`src/mit_pkg.sv`:
```
/*
  Shared constants and types of the motion and inactivity timing block:
  register offsets, field positions, reset values, timer scales and the
  packed sample carrier. Assumes a 50 MHz system clock.
*/
// How it works
// - Activity is flagged only after above-threshold motion lasts the programmed code count.
// - Activity code lasts 3.3 ms at 6400 Hz rate, 6.6 ms at lower rates.
// - Inactivity compares each signed 12-bit sample magnitude with an unsigned 11-bit limit.
// - Limit bits 10..3 come from high register, bits 2..0 from low bits 7..5.
// - X low register bit 1 picks referenced (1) or absolute (0) inactivity processing.
// - Low register bit 0 lets that axis take part in inactivity detection.
// - Inactivity reported only when all enabled axes stay below limits for the duration.
// - Inactivity duration is low byte plus high byte forming sixteen bits.
// - Inactivity code lasts 26 ms at 3200 Hz or lower, 13 ms at 6400 Hz.
// - Activity compares enabled axis magnitudes with unsigned 11-bit activity limits, exceeding counts.
package mit_pkg;

  // Register offsets on the serial register port
  localparam logic [7:0] ADDR_ACTIVITY_DURATION = 8'h29;
  localparam logic [7:0] ADDR_STILL_X_HIGH = 8'h2a;
  localparam logic [7:0] ADDR_STILL_X_LOW = 8'h2b;
  localparam logic [7:0] ADDR_STILL_Y_HIGH = 8'h2c;
  localparam logic [7:0] ADDR_STILL_Y_LOW = 8'h2d;
  localparam logic [7:0] ADDR_STILL_Z_HIGH = 8'h2e;
  localparam logic [7:0] ADDR_STILL_Z_LOW = 8'h2f;
  localparam logic [7:0] ADDR_STILL_DUR_HIGH = 8'h30;
  localparam logic [7:0] ADDR_STILL_DUR_LOW = 8'h31;
  localparam logic [7:0] ADDR_FIRST = ADDR_ACTIVITY_DURATION;
  localparam logic [7:0] ADDR_LAST = ADDR_STILL_DUR_LOW;
  localparam int unsigned REG_COUNT = 9;

  // Storage index of each register (offset minus first offset)
  localparam logic [3:0] IDX_ACT_DUR = 4'h0;
  localparam logic [3:0] IDX_X_HIGH = 4'h1;
  localparam logic [3:0] IDX_X_LOW = 4'h2;
  localparam logic [3:0] IDX_Y_HIGH = 4'h3;
  localparam logic [3:0] IDX_Y_LOW = 4'h4;
  localparam logic [3:0] IDX_Z_HIGH = 4'h5;
  localparam logic [3:0] IDX_Z_LOW = 4'h6;
  localparam logic [3:0] IDX_DUR_HIGH = 4'h7;
  localparam logic [3:0] IDX_DUR_LOW = 4'h8;

  // Field layout of the low/control registers
  localparam int unsigned LOW_LIMIT_MSB = 7;
  localparam int unsigned LOW_LIMIT_LSB = 5;
  localparam int unsigned BIT_REFERENCED = 1;
  localparam int unsigned BIT_PARTICIPATE = 0;
  localparam logic [7:0] MASK_X_LOW = 8'he3;
  localparam logic [7:0] MASK_YZ_LOW = 8'he1;
  localparam logic [7:0] MASK_FULL = 8'hff;
  localparam logic [7:0] RESET_BYTE = 8'h00;

  // Timer scales; cycle counts derive from time and clock rate
  localparam int unsigned CLK_KHZ = 50000;
  localparam int unsigned ACT_CODE_FAST_US = 3300;
  localparam int unsigned ACT_CODE_SLOW_US = 6600;
  localparam int unsigned STILL_CODE_FAST_US = 13000;
  localparam int unsigned STILL_CODE_SLOW_US = 26000;
  localparam int unsigned ACT_CODE_FAST_CYC = ACT_CODE_FAST_US * CLK_KHZ / 1000;
  localparam int unsigned ACT_CODE_SLOW_CYC = ACT_CODE_SLOW_US * CLK_KHZ / 1000;
  localparam int unsigned STILL_CODE_FAST_CYC = STILL_CODE_FAST_US * CLK_KHZ / 1000;
  localparam int unsigned STILL_CODE_SLOW_CYC = STILL_CODE_SLOW_US * CLK_KHZ / 1000;
  localparam int unsigned PRESCALE_W = 21;

  localparam int unsigned SAMPLE_W = 12;
  localparam int unsigned LIMIT_W = 11;

  // One acceleration sample, three signed axes
  typedef struct packed {
    logic signed [SAMPLE_W-1:0] x;
    logic signed [SAMPLE_W-1:0] y;
    logic signed [SAMPLE_W-1:0] z;
  } mit_sample_type;

  // Three 11-bit limits
  typedef struct packed {
    logic [LIMIT_W-1:0] x;
    logic [LIMIT_W-1:0] y;
    logic [LIMIT_W-1:0] z;
  } mit_limits_type;

endpackage : mit_pkg

```
`src/mit_motion_timing.sv`:
```
/*
  Activity duration timing and per-axis inactivity detection with the
  byte registers that steer them. Assumes an outside serial deserialiser
  presents single-byte register reads and writes, and a sample source
  that strobes one three-axis sample at a time, all synchronous to clk_sys.
  The sample strobe may also stand as a level; every high cycle is then
  taken as one new sample. Durations count whole code periods, whose
  length in clock cycles is a parameter so a bench can shorten them.
  Activity limits and axis enables arrive as levels from a neighbouring
  block; interrupt routing and the motion-warning limits live elsewhere.
*/
`timescale 1ns/1ps
module mit_motion_timing #(
  parameter int unsigned ACT_FAST_CYC = mit_pkg::ACT_CODE_FAST_CYC,
  parameter int unsigned ACT_SLOW_CYC = mit_pkg::ACT_CODE_SLOW_CYC,
  parameter int unsigned STILL_FAST_CYC = mit_pkg::STILL_CODE_FAST_CYC,
  parameter int unsigned STILL_SLOW_CYC = mit_pkg::STILL_CODE_SLOW_CYC
) (
  input wire logic clk_sys,
  input wire logic rst_n,
  // Byte register port
  input wire logic reg_wr,
  input wire logic reg_rd,
  input wire logic [7:0] reg_addr,
  input wire logic [7:0] reg_wdata,
  output logic [7:0] reg_rdata,
  output logic reg_rvalid,
  // Sample stream and rate
  input wire logic sample_valid,
  input wire mit_pkg::mit_sample_type sample,
  input wire logic output_rate_6400,
  // Activity limits and axis enables held elsewhere
  input wire mit_pkg::mit_limits_type activity_limits,
  input wire logic [2:0] activity_participate,
  // Events and levels
  output logic activity_event,
  output logic activity_detected,
  output logic still_event,
  output logic still_detected
);

  // Register storage and decoded fields
  logic [7:0] cfg_mem_r [0:mit_pkg::REG_COUNT-1];
  logic [3:0] wr_idx;
  logic wr_hit;
  logic [7:0] wr_mask;
  mit_pkg::mit_limits_type still_limits;
  logic still_referenced_select;
  logic still_x_participate;
  logic still_y_participate;
  logic still_z_participate;
  logic [7:0] activity_duration_codes;
  logic [15:0] still_duration_codes;
  // Run, prescaler and counter state
  mit_pkg::mit_sample_type ref_sample_r;
  logic act_cond;
  logic still_cond;
  logic [mit_pkg::PRESCALE_W-1:0] act_pre_r;
  logic [mit_pkg::PRESCALE_W-1:0] still_pre_r;
  logic [mit_pkg::PRESCALE_W-1:0] act_pre_end;
  logic [mit_pkg::PRESCALE_W-1:0] still_pre_end;
  logic act_tick;
  logic still_tick;
  logic act_run_r;
  logic still_run_r;
  logic [7:0] act_cnt_r;
  logic [15:0] still_cnt_r;
  logic act_reached;
  logic still_reached;

  // Offset to storage index; out-of-map offsets miss
  // The caller gates with addr_in_map, since the index alone would alias
  function automatic logic [3:0] addr_to_idx(input logic [7:0] addr);
    logic [7:0] diff;
    diff = addr - mit_pkg::ADDR_FIRST;
    return diff[3:0];
  endfunction : addr_to_idx

  function automatic logic addr_in_map(input logic [7:0] addr);
    return (addr >= mit_pkg::ADDR_FIRST) && (addr <= mit_pkg::ADDR_LAST);
  endfunction : addr_in_map

  // Writable bits per register; reserved bits stay zero
  // Masking at write time keeps read-back free of extra logic
  function automatic logic [7:0] idx_mask(input logic [3:0] idx);
    case (idx)
      mit_pkg::IDX_X_LOW: return mit_pkg::MASK_X_LOW;
      mit_pkg::IDX_Y_LOW,
      mit_pkg::IDX_Z_LOW: return mit_pkg::MASK_YZ_LOW;
      default: return mit_pkg::MASK_FULL;
    endcase
  endfunction : idx_mask

  // Magnitude of a signed sample; -2048 maps to 2048 without wrapping
  // Twelve unsigned bits suffice because the result is never below zero
  function automatic logic [mit_pkg::SAMPLE_W-1:0] magnitude(
    input logic signed [mit_pkg::SAMPLE_W-1:0] v);
    return v[mit_pkg::SAMPLE_W-1] ? (~v + 1'b1) : v;
  endfunction : magnitude

  // Difference of two samples, saturated so referenced mode cannot wrap
  // The cost is one extra subtractor bit per axis
  function automatic logic [mit_pkg::SAMPLE_W-1:0] delta_mag(
    input logic signed [mit_pkg::SAMPLE_W-1:0] a,
    input logic signed [mit_pkg::SAMPLE_W-1:0] b);
    logic signed [mit_pkg::SAMPLE_W:0] d;
    logic [mit_pkg::SAMPLE_W:0] m;
    d = {a[mit_pkg::SAMPLE_W-1], a} - {b[mit_pkg::SAMPLE_W-1], b};
    m = d[mit_pkg::SAMPLE_W] ? (~d + 1'b1) : d;
    return m[mit_pkg::SAMPLE_W] ? {mit_pkg::SAMPLE_W{1'b1}} : m[mit_pkg::SAMPLE_W-1:0];
  endfunction : delta_mag

  // Eleven-bit limit from a high byte and the top bits of a low byte
  // Reserved and control bits of the low byte are dropped here
  function automatic logic [mit_pkg::LIMIT_W-1:0] join_limit(
    input logic [7:0] high, input logic [7:0] low);
    return {high, low[mit_pkg::LOW_LIMIT_MSB:mit_pkg::LOW_LIMIT_LSB]};
  endfunction : join_limit

  assign wr_idx = addr_to_idx(reg_addr);
  assign wr_hit = reg_wr && addr_in_map(reg_addr);
  assign wr_mask = idx_mask(wr_idx);

  // Register writes; unmapped offsets are ignored
  // A read in the same cycle as a write to that offset returns the old byte
  // Reset clears every byte, so inactivity detection starts disabled
  always_ff @(posedge clk_sys or negedge rst_n) begin
    if (!rst_n) begin
      for (int i = 0; i < mit_pkg::REG_COUNT; i++) begin
        cfg_mem_r[i] <= mit_pkg::RESET_BYTE;
      end
    end else if (wr_hit) begin
      cfg_mem_r[wr_idx] <= reg_wdata & wr_mask;
    end
  end

  // Read data one cycle after the strobe; unmapped reads give zero
  // The byte holds between reads so a slow deserialiser can pick it up late
  always_ff @(posedge clk_sys or negedge rst_n) begin
    if (!rst_n) begin
      reg_rdata <= mit_pkg::RESET_BYTE;
      reg_rvalid <= 1'b0;
    end else begin
      reg_rvalid <= reg_rd;
      if (reg_rd) begin
        reg_rdata <= addr_in_map(reg_addr) ? cfg_mem_r[addr_to_idx(reg_addr)]
                                           : mit_pkg::RESET_BYTE;
      end
    end
  end

  // Field decode of the stored bytes
  // Pure wiring; no state beyond the byte store itself
  assign still_limits.x = join_limit(cfg_mem_r[mit_pkg::IDX_X_HIGH],
                                     cfg_mem_r[mit_pkg::IDX_X_LOW]);
  assign still_limits.y = join_limit(cfg_mem_r[mit_pkg::IDX_Y_HIGH],
                                     cfg_mem_r[mit_pkg::IDX_Y_LOW]);
  assign still_limits.z = join_limit(cfg_mem_r[mit_pkg::IDX_Z_HIGH],
                                     cfg_mem_r[mit_pkg::IDX_Z_LOW]);
  assign still_referenced_select =
    cfg_mem_r[mit_pkg::IDX_X_LOW][mit_pkg::BIT_REFERENCED];
  assign still_x_participate = cfg_mem_r[mit_pkg::IDX_X_LOW][mit_pkg::BIT_PARTICIPATE];
  assign still_y_participate = cfg_mem_r[mit_pkg::IDX_Y_LOW][mit_pkg::BIT_PARTICIPATE];
  assign still_z_participate = cfg_mem_r[mit_pkg::IDX_Z_LOW][mit_pkg::BIT_PARTICIPATE];
  assign activity_duration_codes = cfg_mem_r[mit_pkg::IDX_ACT_DUR];
  assign still_duration_codes = {cfg_mem_r[mit_pkg::IDX_DUR_HIGH],
                                 cfg_mem_r[mit_pkg::IDX_DUR_LOW]};

  // Activity: any enabled axis magnitude strictly above its limit
  // A sample equal to its limit does not count as motion
  // Absolute magnitude only; a referenced activity mode would live outside
  always_comb begin
    act_cond = (activity_participate[2] &&
                magnitude(sample.x) > {1'b0, activity_limits.x}) ||
               (activity_participate[1] &&
                magnitude(sample.y) > {1'b0, activity_limits.y}) ||
               (activity_participate[0] &&
                magnitude(sample.z) > {1'b0, activity_limits.z});
  end

  // Inactivity: every enabled axis below its limit, none enabled means never
  // Strictly below, so a limit of zero keeps its axis from ever passing
  // An enabled axis with no limit programmed therefore blocks the event
  always_comb begin
    logic [mit_pkg::SAMPLE_W-1:0] mx;
    logic [mit_pkg::SAMPLE_W-1:0] my;
    logic [mit_pkg::SAMPLE_W-1:0] mz;
    mx = magnitude(sample.x);
    my = magnitude(sample.y);
    mz = magnitude(sample.z);
    if (still_referenced_select && still_run_r) begin
      mx = delta_mag(sample.x, ref_sample_r.x);
      my = delta_mag(sample.y, ref_sample_r.y);
      mz = delta_mag(sample.z, ref_sample_r.z);
    end
    still_cond = (still_x_participate || still_y_participate || still_z_participate) &&
                 (!still_x_participate || mx < {1'b0, still_limits.x}) &&
                 (!still_y_participate || my < {1'b0, still_limits.y}) &&
                 (!still_z_participate || mz < {1'b0, still_limits.z});
  end

  // Reference for referenced mode: the sample that opens a quiet run
  // Captured on every sample while no run stands; the first sample of a run
  // is judged by absolute magnitude since no reference exists yet
  always_ff @(posedge clk_sys or negedge rst_n) begin
    if (!rst_n) begin
      ref_sample_r <= '0;
    end else if (sample_valid && (!still_run_r || !still_cond)) begin
      ref_sample_r <= sample;
    end
  end

  // Code period follows the output rate
  // The tick compares with >=, so a change to a shorter period ends the
  // current code at once instead of letting the prescaler wrap
  assign act_pre_end = output_rate_6400 ? mit_pkg::PRESCALE_W'(ACT_FAST_CYC - 1)
                                        : mit_pkg::PRESCALE_W'(ACT_SLOW_CYC - 1);
  assign still_pre_end = output_rate_6400 ? mit_pkg::PRESCALE_W'(STILL_FAST_CYC - 1)
                                          : mit_pkg::PRESCALE_W'(STILL_SLOW_CYC - 1);
  assign act_tick = act_run_r && (act_pre_r >= act_pre_end);
  assign still_tick = still_run_r && (still_pre_r >= still_pre_end);

  // Activity run state: opened and broken only by new samples
  // Nothing is known between strobes, so the run only moves on a strobe
  always_ff @(posedge clk_sys or negedge rst_n) begin
    if (!rst_n) begin
      act_run_r <= 1'b0;
    end else if (sample_valid) begin
      act_run_r <= act_cond;
    end
  end

  // Activity code prescaler and code counter; both restart on a break
  // The counter saturates so a very long run never wraps and fires twice
  // Counting starts on the edge after the opening sample is taken
  always_ff @(posedge clk_sys or negedge rst_n) begin
    if (!rst_n) begin
      act_pre_r <= '0;
      act_cnt_r <= '0;
    end else if (sample_valid && !act_cond) begin
      act_pre_r <= '0;
      act_cnt_r <= '0;
    end else if (act_run_r) begin
      act_pre_r <= act_tick ? '0 : act_pre_r + 1'b1;
      if (act_tick && act_cnt_r != '1) begin
        act_cnt_r <= act_cnt_r + 1'b1;
      end
    end
  end

  // A zero count fires on the first qualifying sample
  // Lowering the duration mid-run fires at once, as the test is >=
  assign act_reached = act_run_r && (act_cnt_r >= activity_duration_codes);

  // Activity event is a single pulse per sustained run
  // The level follows the run and drops two cycles after a breaking sample
  always_ff @(posedge clk_sys or negedge rst_n) begin
    if (!rst_n) begin
      activity_detected <= 1'b0;
      activity_event <= 1'b0;
    end else begin
      activity_event <= act_reached && !activity_detected;
      activity_detected <= act_reached;
    end
  end

  // Inactivity run state
  // Opened and broken only by new samples, as for activity
  always_ff @(posedge clk_sys or negedge rst_n) begin
    if (!rst_n) begin
      still_run_r <= 1'b0;
    end else if (sample_valid) begin
      still_run_r <= still_cond;
    end
  end

  // Inactivity code prescaler and sixteen-bit code counter
  // The counter saturates at its top so a long quiet spell never re-fires
  // Its own prescaler lets the two timers start and stop independently
  always_ff @(posedge clk_sys or negedge rst_n) begin
    if (!rst_n) begin
      still_pre_r <= '0;
      still_cnt_r <= '0;
    end else if (sample_valid && !still_cond) begin
      still_pre_r <= '0;
      still_cnt_r <= '0;
    end else if (still_run_r) begin
      still_pre_r <= still_tick ? '0 : still_pre_r + 1'b1;
      if (still_tick && still_cnt_r != '1) begin
        still_cnt_r <= still_cnt_r + 1'b1;
      end
    end
  end

  // The whole sixteen-bit duration, high and low bytes, gates the event
  assign still_reached = still_run_r && (still_cnt_r >= still_duration_codes);

  // Inactivity event pulse; the level holds until motion breaks the run
  // A single pulse per quiet run, however long it lasts
  always_ff @(posedge clk_sys or negedge rst_n) begin
    if (!rst_n) begin
      still_detected <= 1'b0;
      still_event <= 1'b0;
    end else begin
      still_event <= still_reached && !still_detected;
      still_detected <= still_reached;
    end
  end

endmodule : mit_motion_timing

```
`config.mk`:
```
export PLATFORM = sky130hd
export DESIGN_NAME = mit_motion_timing
export DESIGN_NICKNAME = d
export VERILOG_FILES = /design/src/mit_pkg.sv /design/src/mit_motion_timing.sv
export SDC_FILE = /design/constraint.sdc
export NUM_CORES = 1
export LEC_CHECK = 0
export BUFFER_PORTS_ARGS = -buffer_cell sky130_fd_sc_hd__buf_2
export CAP_MARGIN = 15
export CORE_MARGIN = 5
export CORE_UTILIZATION = 35
export CTS_CLUSTER_SIZE = 14
export DETAILED_ROUTE_END_ITERATION = 16
export PLACE_DENSITY_LB_ADDON = 0.08
export SLEW_MARGIN = 20
export SYNTH_ARGS = -nofsm -noshare
export SYNTH_HDL_FRONTEND = slang
export SYNTH_SLANG_ARGS = --single-unit
```
`constraint.sdc`:
```
create_clock -name clk_sys -period 6.82 [get_ports clk_sys]
set_input_delay 0 -clock clk_sys [delete_from_list [all_inputs] [get_ports clk_sys]]
set_output_delay 0 -clock clk_sys [all_outputs]
set_load 0.03 [all_outputs]
```
==> results of run 1 <==
## worst max-delay path by stage
stage                                start                            to  slack (ps)  depth (start not counted)
2_1_floorplan  ref_sample_r[0]$_DFFE_PN0P_  ref_sample_r[10]$_DFFE_PN0P_        1180                         26
3_3_place_gp   ref_sample_r[0]$_DFFE_PN0P_   ref_sample_r[0]$_DFFE_PN0P_         780                         24
3_5_place_dp   ref_sample_r[0]$_DFFE_PN0P_  ref_sample_r[35]$_DFFE_PN0P_         600                         24
4_1_cts        ref_sample_r[0]$_DFFE_PN0P_  ref_sample_r[35]$_DFFE_PN0P_         580                         24
5_1_grt                          sample[0]   ref_sample_r[2]$_DFFE_PN0P_         180                         27
6_report       ref_sample_r[0]$_DFFE_PN0P_  ref_sample_r[35]$_DFFE_PN0P_         550                         24
## per-layer routing
| metal | GRT usage | share of wire |
|---|---|---|
| met4 | 0.0515 | 0.018 |
| met5 | 0 | 0 |
| met2 | 0.293 | 0.45 |
| met1 | 0.260 | 0.50 |
| met3 | 0.0269 | 0.030 |
## synth_stat cells (all sizes together) (30+ instances only)
library cell    n
inv           160
o21ai         105
clkbuf         48
nor3           46
nand2         140
ha            156
o21a           31
xnor2          76
xor2           53
a21o           30
nand3          49
a21oi          84
dfrtp         189
nor2          162
mux2           60
## stage by stage
step	instances	cell area, µm²	util	total power [mW]	setup WS (ps)
after floorplan	1747	15300	-	1.98	1180
after global placement	2388	16400	0.380	2.28	775
after detailed placement	2388	16400	0.380	2.28	598
after CTS	2466	17500	0.406	3.44	583
after global routing	2467	17500	0.407	3.60	179
final	2467	17500	0.407	3.39	554
## cell type report
class                   count  share of cell area
multi-input cells        1337               0.554
flip-flops and latches    189               0.270
repair buffers            163              0.0638
well taps                 585              0.0418
inverters                 161              0.0345
clock buffers              18              0.0251
clock inverters            14              0.0111
## report_power, final
group	switching [mW]	leakage [nW]	internal, mW
registers	0.0522	2.42	1.17
logic	0.618	5.43	0.438
clock network	0.510	0.306	0.600
total	1.18	8.16	2.21
## worst reg2reg max path: stages, from the launching register on
cell and delay (ps):
dfrtp_1 360, ha_1 170, inv_1 50, fa_1 390, a21o_1 230, a221oi_4 310, mux2i_1 250, xor2_1 150
nor4_4 370, nor3b_2 310, and2_1 360, nor3_1 90, nor2_1 130, ha_1 250, a211oi_1 240, o21ai_0 120
a21o_1 170, a221oi_1 430, nor2b_1 240, a22oi_1 80, and4b_1 230, and4b_4 350, a31o_2 190, buf_12 300
mux2_1 380
## registers in the layout (all words and copies together) (netlist names)
signal	flops
still_event	1
act_cnt_r	8
reg_rvalid	1
activity_event	1
activity_detected	1
act_run_r	1
reg_rdata	8
act_pre_r	21
still_cnt_r	16
activity_duration_codes	8
still_detected	1
cfg_mem_r	64
ref_sample_r	36
still_run_r	1
still_pre_r	21
## repair_timing
item / in CTS / in global routing
gates resized for setup: 0 / 1
endpoints found under the setup margin: 0 / 2
endpoints found under the hold margin: 191 / 0
hold buffers: 46 / 0
## logic make-up after synthesis
family                     share of synthesized area
AOI/OAI and AO/OA                              0.165
buffers and inverters                         0.0569
muxes                                         0.0792
and+or+nand+nor                                0.184
DFF                                            0.310
adders and majority gates                      0.132
xor gates and xnor gates                      0.0740
==> flow_metrics.py, run 1 <==
metrics = {
    "clocking": {
        "clockBufferDepth": 2,
        "clk_latency_ps": 480,
        "htree_levels": 4,
        "clkTransAtPathRegs_ps": 70,
        "postCtsSetupBuffers": 0,
        "cts.sinks": 189,
        "numCtsBuffers": 17,
        "root_buffer": "clkbuf_16",
        "tritoncts": "built",
    },
    "global_route": {
        "grt_pass1_vias": 12233,
        "grt_pass1_wl_um": 69100,
        "grt_max_degree": 115,
        "gr-total-overflow": 0,
        "antenna_found_initial": 0,
        "grt.total_usage": 0.184,
    },
    "detailed_routing": {
        "detail_route.first_pass.iterations": 5,
        "drc": 0,
        "vias": 12818,
        "wl_per_cell_um": 17.8,
        "antenna_left": 0,
        "wl_um": 43800,
        "viasPerCell": 5.20,
        "drtIter0Drc": 696,
    },
    "worst_setup_path": {
        "critPathTopFamily": "simple AND/OR/NAND/NOR gates",
        "slowest_delay_ps": 430,
        "cp_max_fo": 36,
        "r2r-start": "ref_sample_r[0]$_DFFE_PN0P_",
        "critPathLaunchType": "flip-flop",
        "r2r_setup_slack_ps": 550,
        "end_kind": "flip-flop",
        "r2r-end": "ref_sample_r[35]$_DFFE_PN0P_",
        "cp.required_ps": 7190,
        "r2r_cells": 24,
        "worstSetupPathType": "flip-flop to flip-flop",
        "crit_slowest_cell": "a221oi_1",
        "critical_path_arrival_ps": 6630,
        "path_buf_inv": 2,
        "path_cells": "ha_1, inv_1, fa_1, a21o_1, a221oi_4, mux2i_1, xor2_1, nor4_4, nor3b_2, and2_1, nor3_1, nor2_1, ha_1, a211oi_1, o21ai_0, a21o_1, a221oi_1, nor2b_1, a22oi_1, and4b_1, and4b_4, a31o_2, buf_12, mux2_1",
    },
    "die": {
        "num_rows": 76,
        "die_w_um": 219,
        "ios": 107,
        "initial_core_util": 0.354,
        "die_y_um": 219,
        "coreArea_um2": 43100,
        "dieArea_um2": 47900,
    },
    "synthesis": {
        "async_flop_share": 1.00,
        "ys_warn_count": 0,
        "syn_inst": 1747,
        "avgSynthCellArea_um2": 8.74,
        "ys.flop_type": "dfrtp_1",
        "netlist-cell-type-count": 81,
        "synth_edf_count": 0,
        "ys_top_cells_by_area": "dfrtp_1 31%, ha_1 13%, xnor2_1 4.4%",
        "yosysTopAreaCellShare": 0.310,
        "synth_nets": 2000,
        "syn_area_um2": 15300,
        "yosysTopAreaCell": "dfrtp_1",
        "ys_seq_area_frac": 0.310,
        "yosys_register_bits": 189,
    },
    "timing": {
        "tns_ps": 0,
        "setup_violations": 0,
        "rsz0062_at_grt": "no",
        "hold_ws_ps": 28.6,
        "fmax_mhz": 160,
        "worst_pin_slew_ps": 1000,
        "slew_viol_final": 0,
        "finalCritPeriodShare": 0.919,
        "worst_clock_skew_ps": 14.6,
        "finalHoldViolCount": 0,
        "relSlewSlack": 0.332,
        "finalCriticalPeriod_ps": 6270,
    },
    "worst_hold_path": {
        "worstHoldPathType": "input pin to asynchronous set/reset pin",
    },
    "finish": {
        "nets": 2122,
        "area_growth_pct": 14.7,
        "layout.area.seq_um2": 4730,
        "nFillCells": 4395,
        "drive_gt1_frac": 0.122,
        "layout_commonest_cell": "dfrtp_1",
        "layout_common_cells": "189 x dfrtp_1, 162 x nor2_1, 160 x inv_1",
        "multi_input_area_um2": 9700,
        "antenna_cells": 0,
    },
    "pwr": {
        "ir_worst_vdd_mv": 0.185,
        "cellPowerDensity_nw_per_um2": 194,
        "power.leakage_nw": 8.16,
    },
    "placed_design": {
        "dpl.hpwl_um": 33900,
        "io_buffers": 106,
        "gp_congestion": 0.893,
    },
    "run_status": {
        "status": "completed",
    },
    "job": {
        "maxCapViolCount": 0,
    },
}
Power figures use the tool's default switching activity.
==> run 2, diff against run 1 <==
==> constraint.sdc (replaced) <==
create_clock -name clk_sys -period 6.1 [get_ports clk_sys]
set_input_delay 0 -clock clk_sys [delete_from_list [all_inputs] [get_ports clk_sys]]
set_output_delay 0 -clock clk_sys [all_outputs]
set_load 0.03 [all_outputs]
==> flow_metrics.py, run 2 (synthesis results as in run 1) <==
metrics = {
    "run_status": {
        "status": "completed",
    },
    "pwr": {
        "power.internal_mw": 2.44,
        "switchingPower_mw": 1.32,
        "clkPwrFrac": 0.305,
        "power.leakage_nw": 8.30,
        "seq_power_share": 0.364,
        "cellPowerDensity_nw_per_um2": 211,
        "switching_share": 0.351,
        "pwr-share-comb": 0.330,
        "ir_worst_vdd_mv": 0.192,
    },
    "clocking": {
        "tritoncts": "built",
        "htree_levels": 4,
        "cts.sinks": 189,
        "clkTransAtPathRegs_ps": 70,
        "clockBufferDepth": 2,
        "root_buffer": "clkbuf_16",
        "numCtsBuffers": 17,
        "clk_latency_ps": 470,
    },
    "global_route": {
        "gr-total-overflow": 0,
        "grt_pass1_vias": 12844,
        "grt_pass1_wl_um": 71800,
        "grt_max_degree": 157,
        "grt.total_usage": 0.188,
        "antenna_found_initial": 0,
    },
    "detailed_routing": {
        "wl_per_cell_um": 18.2,
        "route.layer.met1.wl_um": 22100,
        "viasPerCell": 5.22,
        "drtIter0Drc": 851,
        "antenna_left": 0,
        "vias": 13038,
        "detail_route.first_pass.iterations": 5,
        "wl_um": 45500,
        "routed.top_layer": "met4",
        "drc": 0,
        "wl_met3_um": 1770,
        "route.met2.wl_um": 20900,
    },
    "die": {
        "coreArea_um2": 43100,
        "die_w_um": 219,
        "ios": 107,
        "dieArea_um2": 47900,
        "initial_core_util": 0.354,
        "die_y_um": 219,
        "num_rows": 76,
    },
    "timing": {
        "fmax_mhz": 171,
        "worst_pin_slew_ps": 967,
        "relSlewSlack": 0.346,
        "finalCriticalPeriod_ps": 5850,
        "slew_viol_final": 0,
        "hold_ws_ps": 34.4,
        "setup_violations": 0,
        "finalHoldViolCount": 0,
        "worst_clock_skew_ps": 15.9,
        "finalCritPeriodShare": 0.960,
        "tns_ps": 0,
    },
    "worst_setup_path": {
        "crit_slowest_cell": "dlygate4sd3_1",
        "cp.required_ps": 6440,
        "cp_max_fo": 5,
        "slowest_delay_ps": 530,
        "end_kind": "flip-flop",
        "worstSetupPathType": "input pin to flip-flop",
        "critPathLaunchType": "input pin",
        "critical_path_arrival_ps": 6190,
    },
    "finish": {
        "largest_reg_flops": 64,
        "reg_top3": "cfg_mem_r x64, ref_sample_r x36",
        "area_growth_pct": 16.4,
        "layout_common_cells": "189 x dfrtp_1, 162 x nor2_1, 160 x inv_1",
        "largest-register": "cfg_mem_r",
        "layout_commonest_cell": "dfrtp_1",
        "drive_gt1_frac": 0.137,
        "antenna_cells": 0,
        "stdcell_count": 2498,
        "nets": 2153,
    },
    "placed_design": {
        "io_buffers": 106,
        "place_inst": 2413,
        "dpl.hpwl_um": 34300,
        "gp_congestion": 0.840,
    },
    "job": {
        "maxCapViolCount": 0,
    },
    "worst_hold_path": {
        "worstHoldPathType": "input pin to flip-flop",
    },
}
==> run 2: cell types whose count changed in the layout (fill, tap and decap cells not counted), sizes merged <==
cell         delta
bufinv          -2
inv             -2
buf            +27
dlygate4sd3     +2
clkinv          -1
clkbuf          +7
==> run 2: worst paths after layout <==
path	slack [ps]	start	cells after the start	endpoint
min in group asynchronous	510	rst_n	3	activity_detected$_DFF_PN0_
max	250	sample[0]	28	ref_sample_r[2]$_DFFE_PN0P_
min	30	reg_wdata[2]	3	cfg_mem_r[10]$_DFFE_PN0P_
min reg2reg	430	still_detected$_DFF_PN0_	1	still_event$_DFF_PN0_
max in group asynchronous	4340	rst_n	4	still_cnt_r[6]$_DFFE_PN0P_
max reg2reg	290	ref_sample_r[0]$_DFFE_PN0P_	25	ref_sample_r[2]$_DFFE_PN0P_
==> run 2: per-stage QoR <==
stage	total power, mW	utilization	worst slack [ps]	area (µm²)
CTS	3.77	0.409	63.5	17600
detailed placement	2.58	0.385	78.2	16600
floorplan	2.21	-	464	15300
finish	3.75	0.413	246	17800
global route	3.99	0.413	-12.2	17800
global placement	2.58	0.385	220	16600
==> run 2: worst max-delay path, delay by kind of cell <==
| family | cells | cell delay (ps) |
|---|---|---|
| AO/OA/AOI/OAI | 8 | 1860 |
| XOR/XNOR | 1 | 130 |
| adder cells (fa/ha/maj) | 3 | 820 |
| buffers and inverters | 6 | 1220 |
| multiplexers | 2 | 630 |
| AND/OR/NAND/NOR | 8 | 1530 |
==> run 2: repair_timing <==
item                                    4_1_cts  5_1_grt
setup buffers                                 0        2
resized for setup                             0        9
endpoints found under the setup margin        0       51
endpoints found under the hold margin       102        0
hold buffers                                 48        0
==> run 2: metal layers <==
layer | vias up | track usage
li1 | 6471 | -
met1 | 6271 | 0.267
met2 | 255 | 0.302
met3 | 41 | 0.0280
met4 | 0 | 0.0456
met5 | - | 0
==> run 2: final cells by class <==
| cell class | instances | area (µm²) |
|---|---|---|
| well taps | 585 | 732 |
| clock buffers | 23 | 468 |
| repair buffers | 194 | 1380 |
| inverters | 161 | 604 |
| fillers | 4347 | 25300 |
| clock inverters | 9 | 104 |
| multi-input cells | 1337 | 9750 |
| flip-flops and latches | 189 | 4730 |
==> run 2: power groups by stage <==
stage                     clock network, mW  registers (mW)  logic, mW
after floorplan                           0            1.38      0.838
after global placement                    0            1.39       1.19
after detailed placement                  0            1.39       1.19
after CTS                              1.18            1.37       1.23
after global routing                   1.22            1.38       1.39
final                                  1.15            1.37       1.24
==> run 3, diff against run 2 <==
--- a/config.mk
+++ b/config.mk
@@ -8,7 +8,7 @@
 export BUFFER_PORTS_ARGS = -buffer_cell sky130_fd_sc_hd__buf_2
 export CAP_MARGIN = 15
 export CORE_MARGIN = 5
-export CORE_UTILIZATION = 35
+export CORE_UTILIZATION = 50
 export CTS_CLUSTER_SIZE = 14
 export DETAILED_ROUTE_END_ITERATION = 16
 export PLACE_DENSITY_LB_ADDON = 0.08
==> flow_metrics.py, run 3 (synthesis results as in run 1) <==
metrics = {
    "global_route": {
        "antenna_found_initial": 0,
        "grt.total_usage": 0.238,
        "grt_max_degree": 84,
        "grt_pass1_vias": 12358,
        "grt_pass1_wl_um": 65300,
        "gr-total-overflow": 0,
    },
    "worst_setup_path": {
        "r2r-end": "ref_sample_r[32]$_DFFE_PN0P_",
        "cp_max_fo": 14,
        "r2r_cells": 24,
        "r2r_setup_slack_ps": 400,
        "worstSetupPathType": "flip-flop to flip-flop",
        "r2r-start": "ref_sample_r[0]$_DFFE_PN0P_",
        "cp.required_ps": 6440,
        "critical_path_arrival_ps": 6040,
        "end_kind": "flip-flop",
        "critPathLaunchType": "flip-flop",
    },
    "die": {
        "initial_core_util": 0.503,
        "die_w_um": 185,
        "coreArea_um2": 30300,
        "ios": 107,
        "dieArea_um2": 34100,
        "die_y_um": 185,
        "num_rows": 64,
    },
    "clocking": {
        "cts.sinks": 189,
        "clockBufferDepth": 2,
        "tritoncts": "built",
        "numCtsBuffers": 17,
        "root_buffer": "clkbuf_16",
        "clk_latency_ps": 460,
        "clkTransAtPathRegs_ps": 80,
        "htree_levels": 4,
    },
    "timing": {
        "fin_ws_ps": 402,
        "relSlewSlack": 0.299,
        "finalHoldViolCount": 0,
        "finalCritPeriodShare": 0.934,
        "rsz0062_at_grt": "no",
        "fmax_mhz": 175,
        "finalCriticalPeriod_ps": 5700,
        "worst_pin_slew_ps": 1050,
        "tns_ps": 0,
        "hold_ws_ps": 127,
        "setup_violations": 0,
        "slew_viol_final": 0,
        "worst_clock_skew_ps": 14.2,
    },
    "job": {
        "maxCapViolCount": 0,
    },
    "placed_design": {
        "dpl-instance-area_um2": 16200,
        "io_buffers": 106,
        "gp_congestion": 0.928,
        "dpl.hpwl_um": 31300,
        "dp_slack_ps": 252,
    },
    "detailed_routing": {
        "vias": 12939,
        "viasPerCell": 5.65,
        "drc": 0,
        "detail_route.first_pass.iterations": 5,
        "wl_um": 40800,
        "wl_per_cell_um": 17.8,
        "drtIter0Drc": 828,
        "antenna_left": 0,
    },
    "finish": {
        "multi_input_area_um2": 9720,
        "drive_gt1_frac": 0.129,
        "final_cell_area_um2": 17300,
        "layout.area.seq_um2": 4730,
        "reg_top3": "cfg_mem_r x64, ref_sample_r x36",
        "nets": 2133,
        "nFillCells": 2751,
        "layout_commonest_cell": "dfrtp_1",
        "largest_reg_flops": 64,
        "area_growth_pct": 13.6,
        "antenna_cells": 0,
        "largest-register": "cfg_mem_r",
        "layout_common_cells": "189 x dfrtp_1, 162 x nor2_1, 159 x inv_1",
    },
    "pwr": {
        "ir_worst_vdd_mv": 0.201,
        "cellPowerDensity_nw_per_um2": 215,
        "power.leakage_nw": 8.20,
    },
    "worst_hold_path": {
        "hold_path_startpoint": "reg_wr",
        "whs_path_depth": 5,
        "worstHoldPathType": "input pin to flip-flop",
        "hold_end": "cfg_mem_r[49]$_DFFE_PN0P_",
    },
    "run_status": {
        "status": "completed",
    },
}
-- run 3: cell types whose count changed in the layout (fill, tap and decap cells not counted), moves of 2 or more --
cell and change:
clkinv_4 +4, clkbuf_1 -4, buf_4 -16, clkbuf_8 -2
inv_6 -2, inv_8 +4
-- run 3: cell type report --
class                   count  share of cell area
repair buffers            174              0.0690
well taps                 396              0.0286
inverters                 161              0.0348
multi-input cells        1337               0.560
flip-flops and latches    189               0.273
clock buffers              17              0.0245
clock inverters            15              0.0102
-- run 3: routing by layer --
layer | global-route usage | wire, µm | vias up
li1 | - | - | 6434
met1 | 0.333 | 19400 | 6184
met2 | 0.388 | 18900 | 265
met3 | 0.0328 | 1590 | 56
met4 | 0.0687 | 877 | 0
met5 | 0 | 0 | -
-- run 3: worst max path at each step --
stage                                  from  cells after the start                           end
2_1_floorplan   ref_sample_r[0]$_DFFE_PN0P_                     26  ref_sample_r[10]$_DFFE_PN0P_
3_3_place_gp    ref_sample_r[0]$_DFFE_PN0P_                     24  ref_sample_r[23]$_DFFE_PN0P_
3_5_place_dp   ref_sample_r[24]$_DFFE_PN0P_                     22  ref_sample_r[11]$_DFFE_PN0P_
4_1_cts        ref_sample_r[24]$_DFFE_PN0P_                     22  ref_sample_r[11]$_DFFE_PN0P_
5_1_grt        ref_sample_r[24]$_DFFE_PN0P_                     22  ref_sample_r[23]$_DFFE_PN0P_
6_report        ref_sample_r[0]$_DFFE_PN0P_                     24  ref_sample_r[32]$_DFFE_PN0P_
-- run 3: where the power goes --
part | internal [mW] | switching [mW] | leakage, nW
clock | 0.587 | 0.577 | 0.289
sequential | 1.31 | 0.0583 | 2.42
combinational | 0.499 | 0.688 | 5.49
-- run 3: what timing repair did --
| action | 4_1_cts | 5_1_grt |
|---|---|---|
| hold buffers | 47 | 0 |
| setup endpoints to repair | 0 | 56 |
| resized for setup | 0 | 7 |
| buffers inserted | 0 | 1 |
| endpoints found under the hold margin | 163 | 0 |
-- run 3: per-stage QoR --
stage,total power [mW],cells,utilization
floorplan,2.21,1747,-
global placement,2.52,2208,0.534
detailed placement,2.54,2208,0.534
CTS,3.73,2287,0.570
global route,3.94,2289,0.572
finish,3.72,2289,0.572
-- run 3: critical path, cell delays in order (launching register included) --
cell and delay (ps):
dfrtp_1 350, ha_1 150, inv_1 60, fa_1 390, a21o_1 230, a221oi_4 330
mux2i_1 260, xor2_1 160, nor4_4 350, nor3b_2 250, and2_4 180, buf_4 140
nor3_1 50, nor2_1 130, ha_1 260, o21a_1 170, a21o_1 180, a221oi_2 310
nor2b_2 220, nand4_1 100, and4b_1 190, and4b_4 350, a31o_4 230, clkbuf_16 230
mux2_4 310
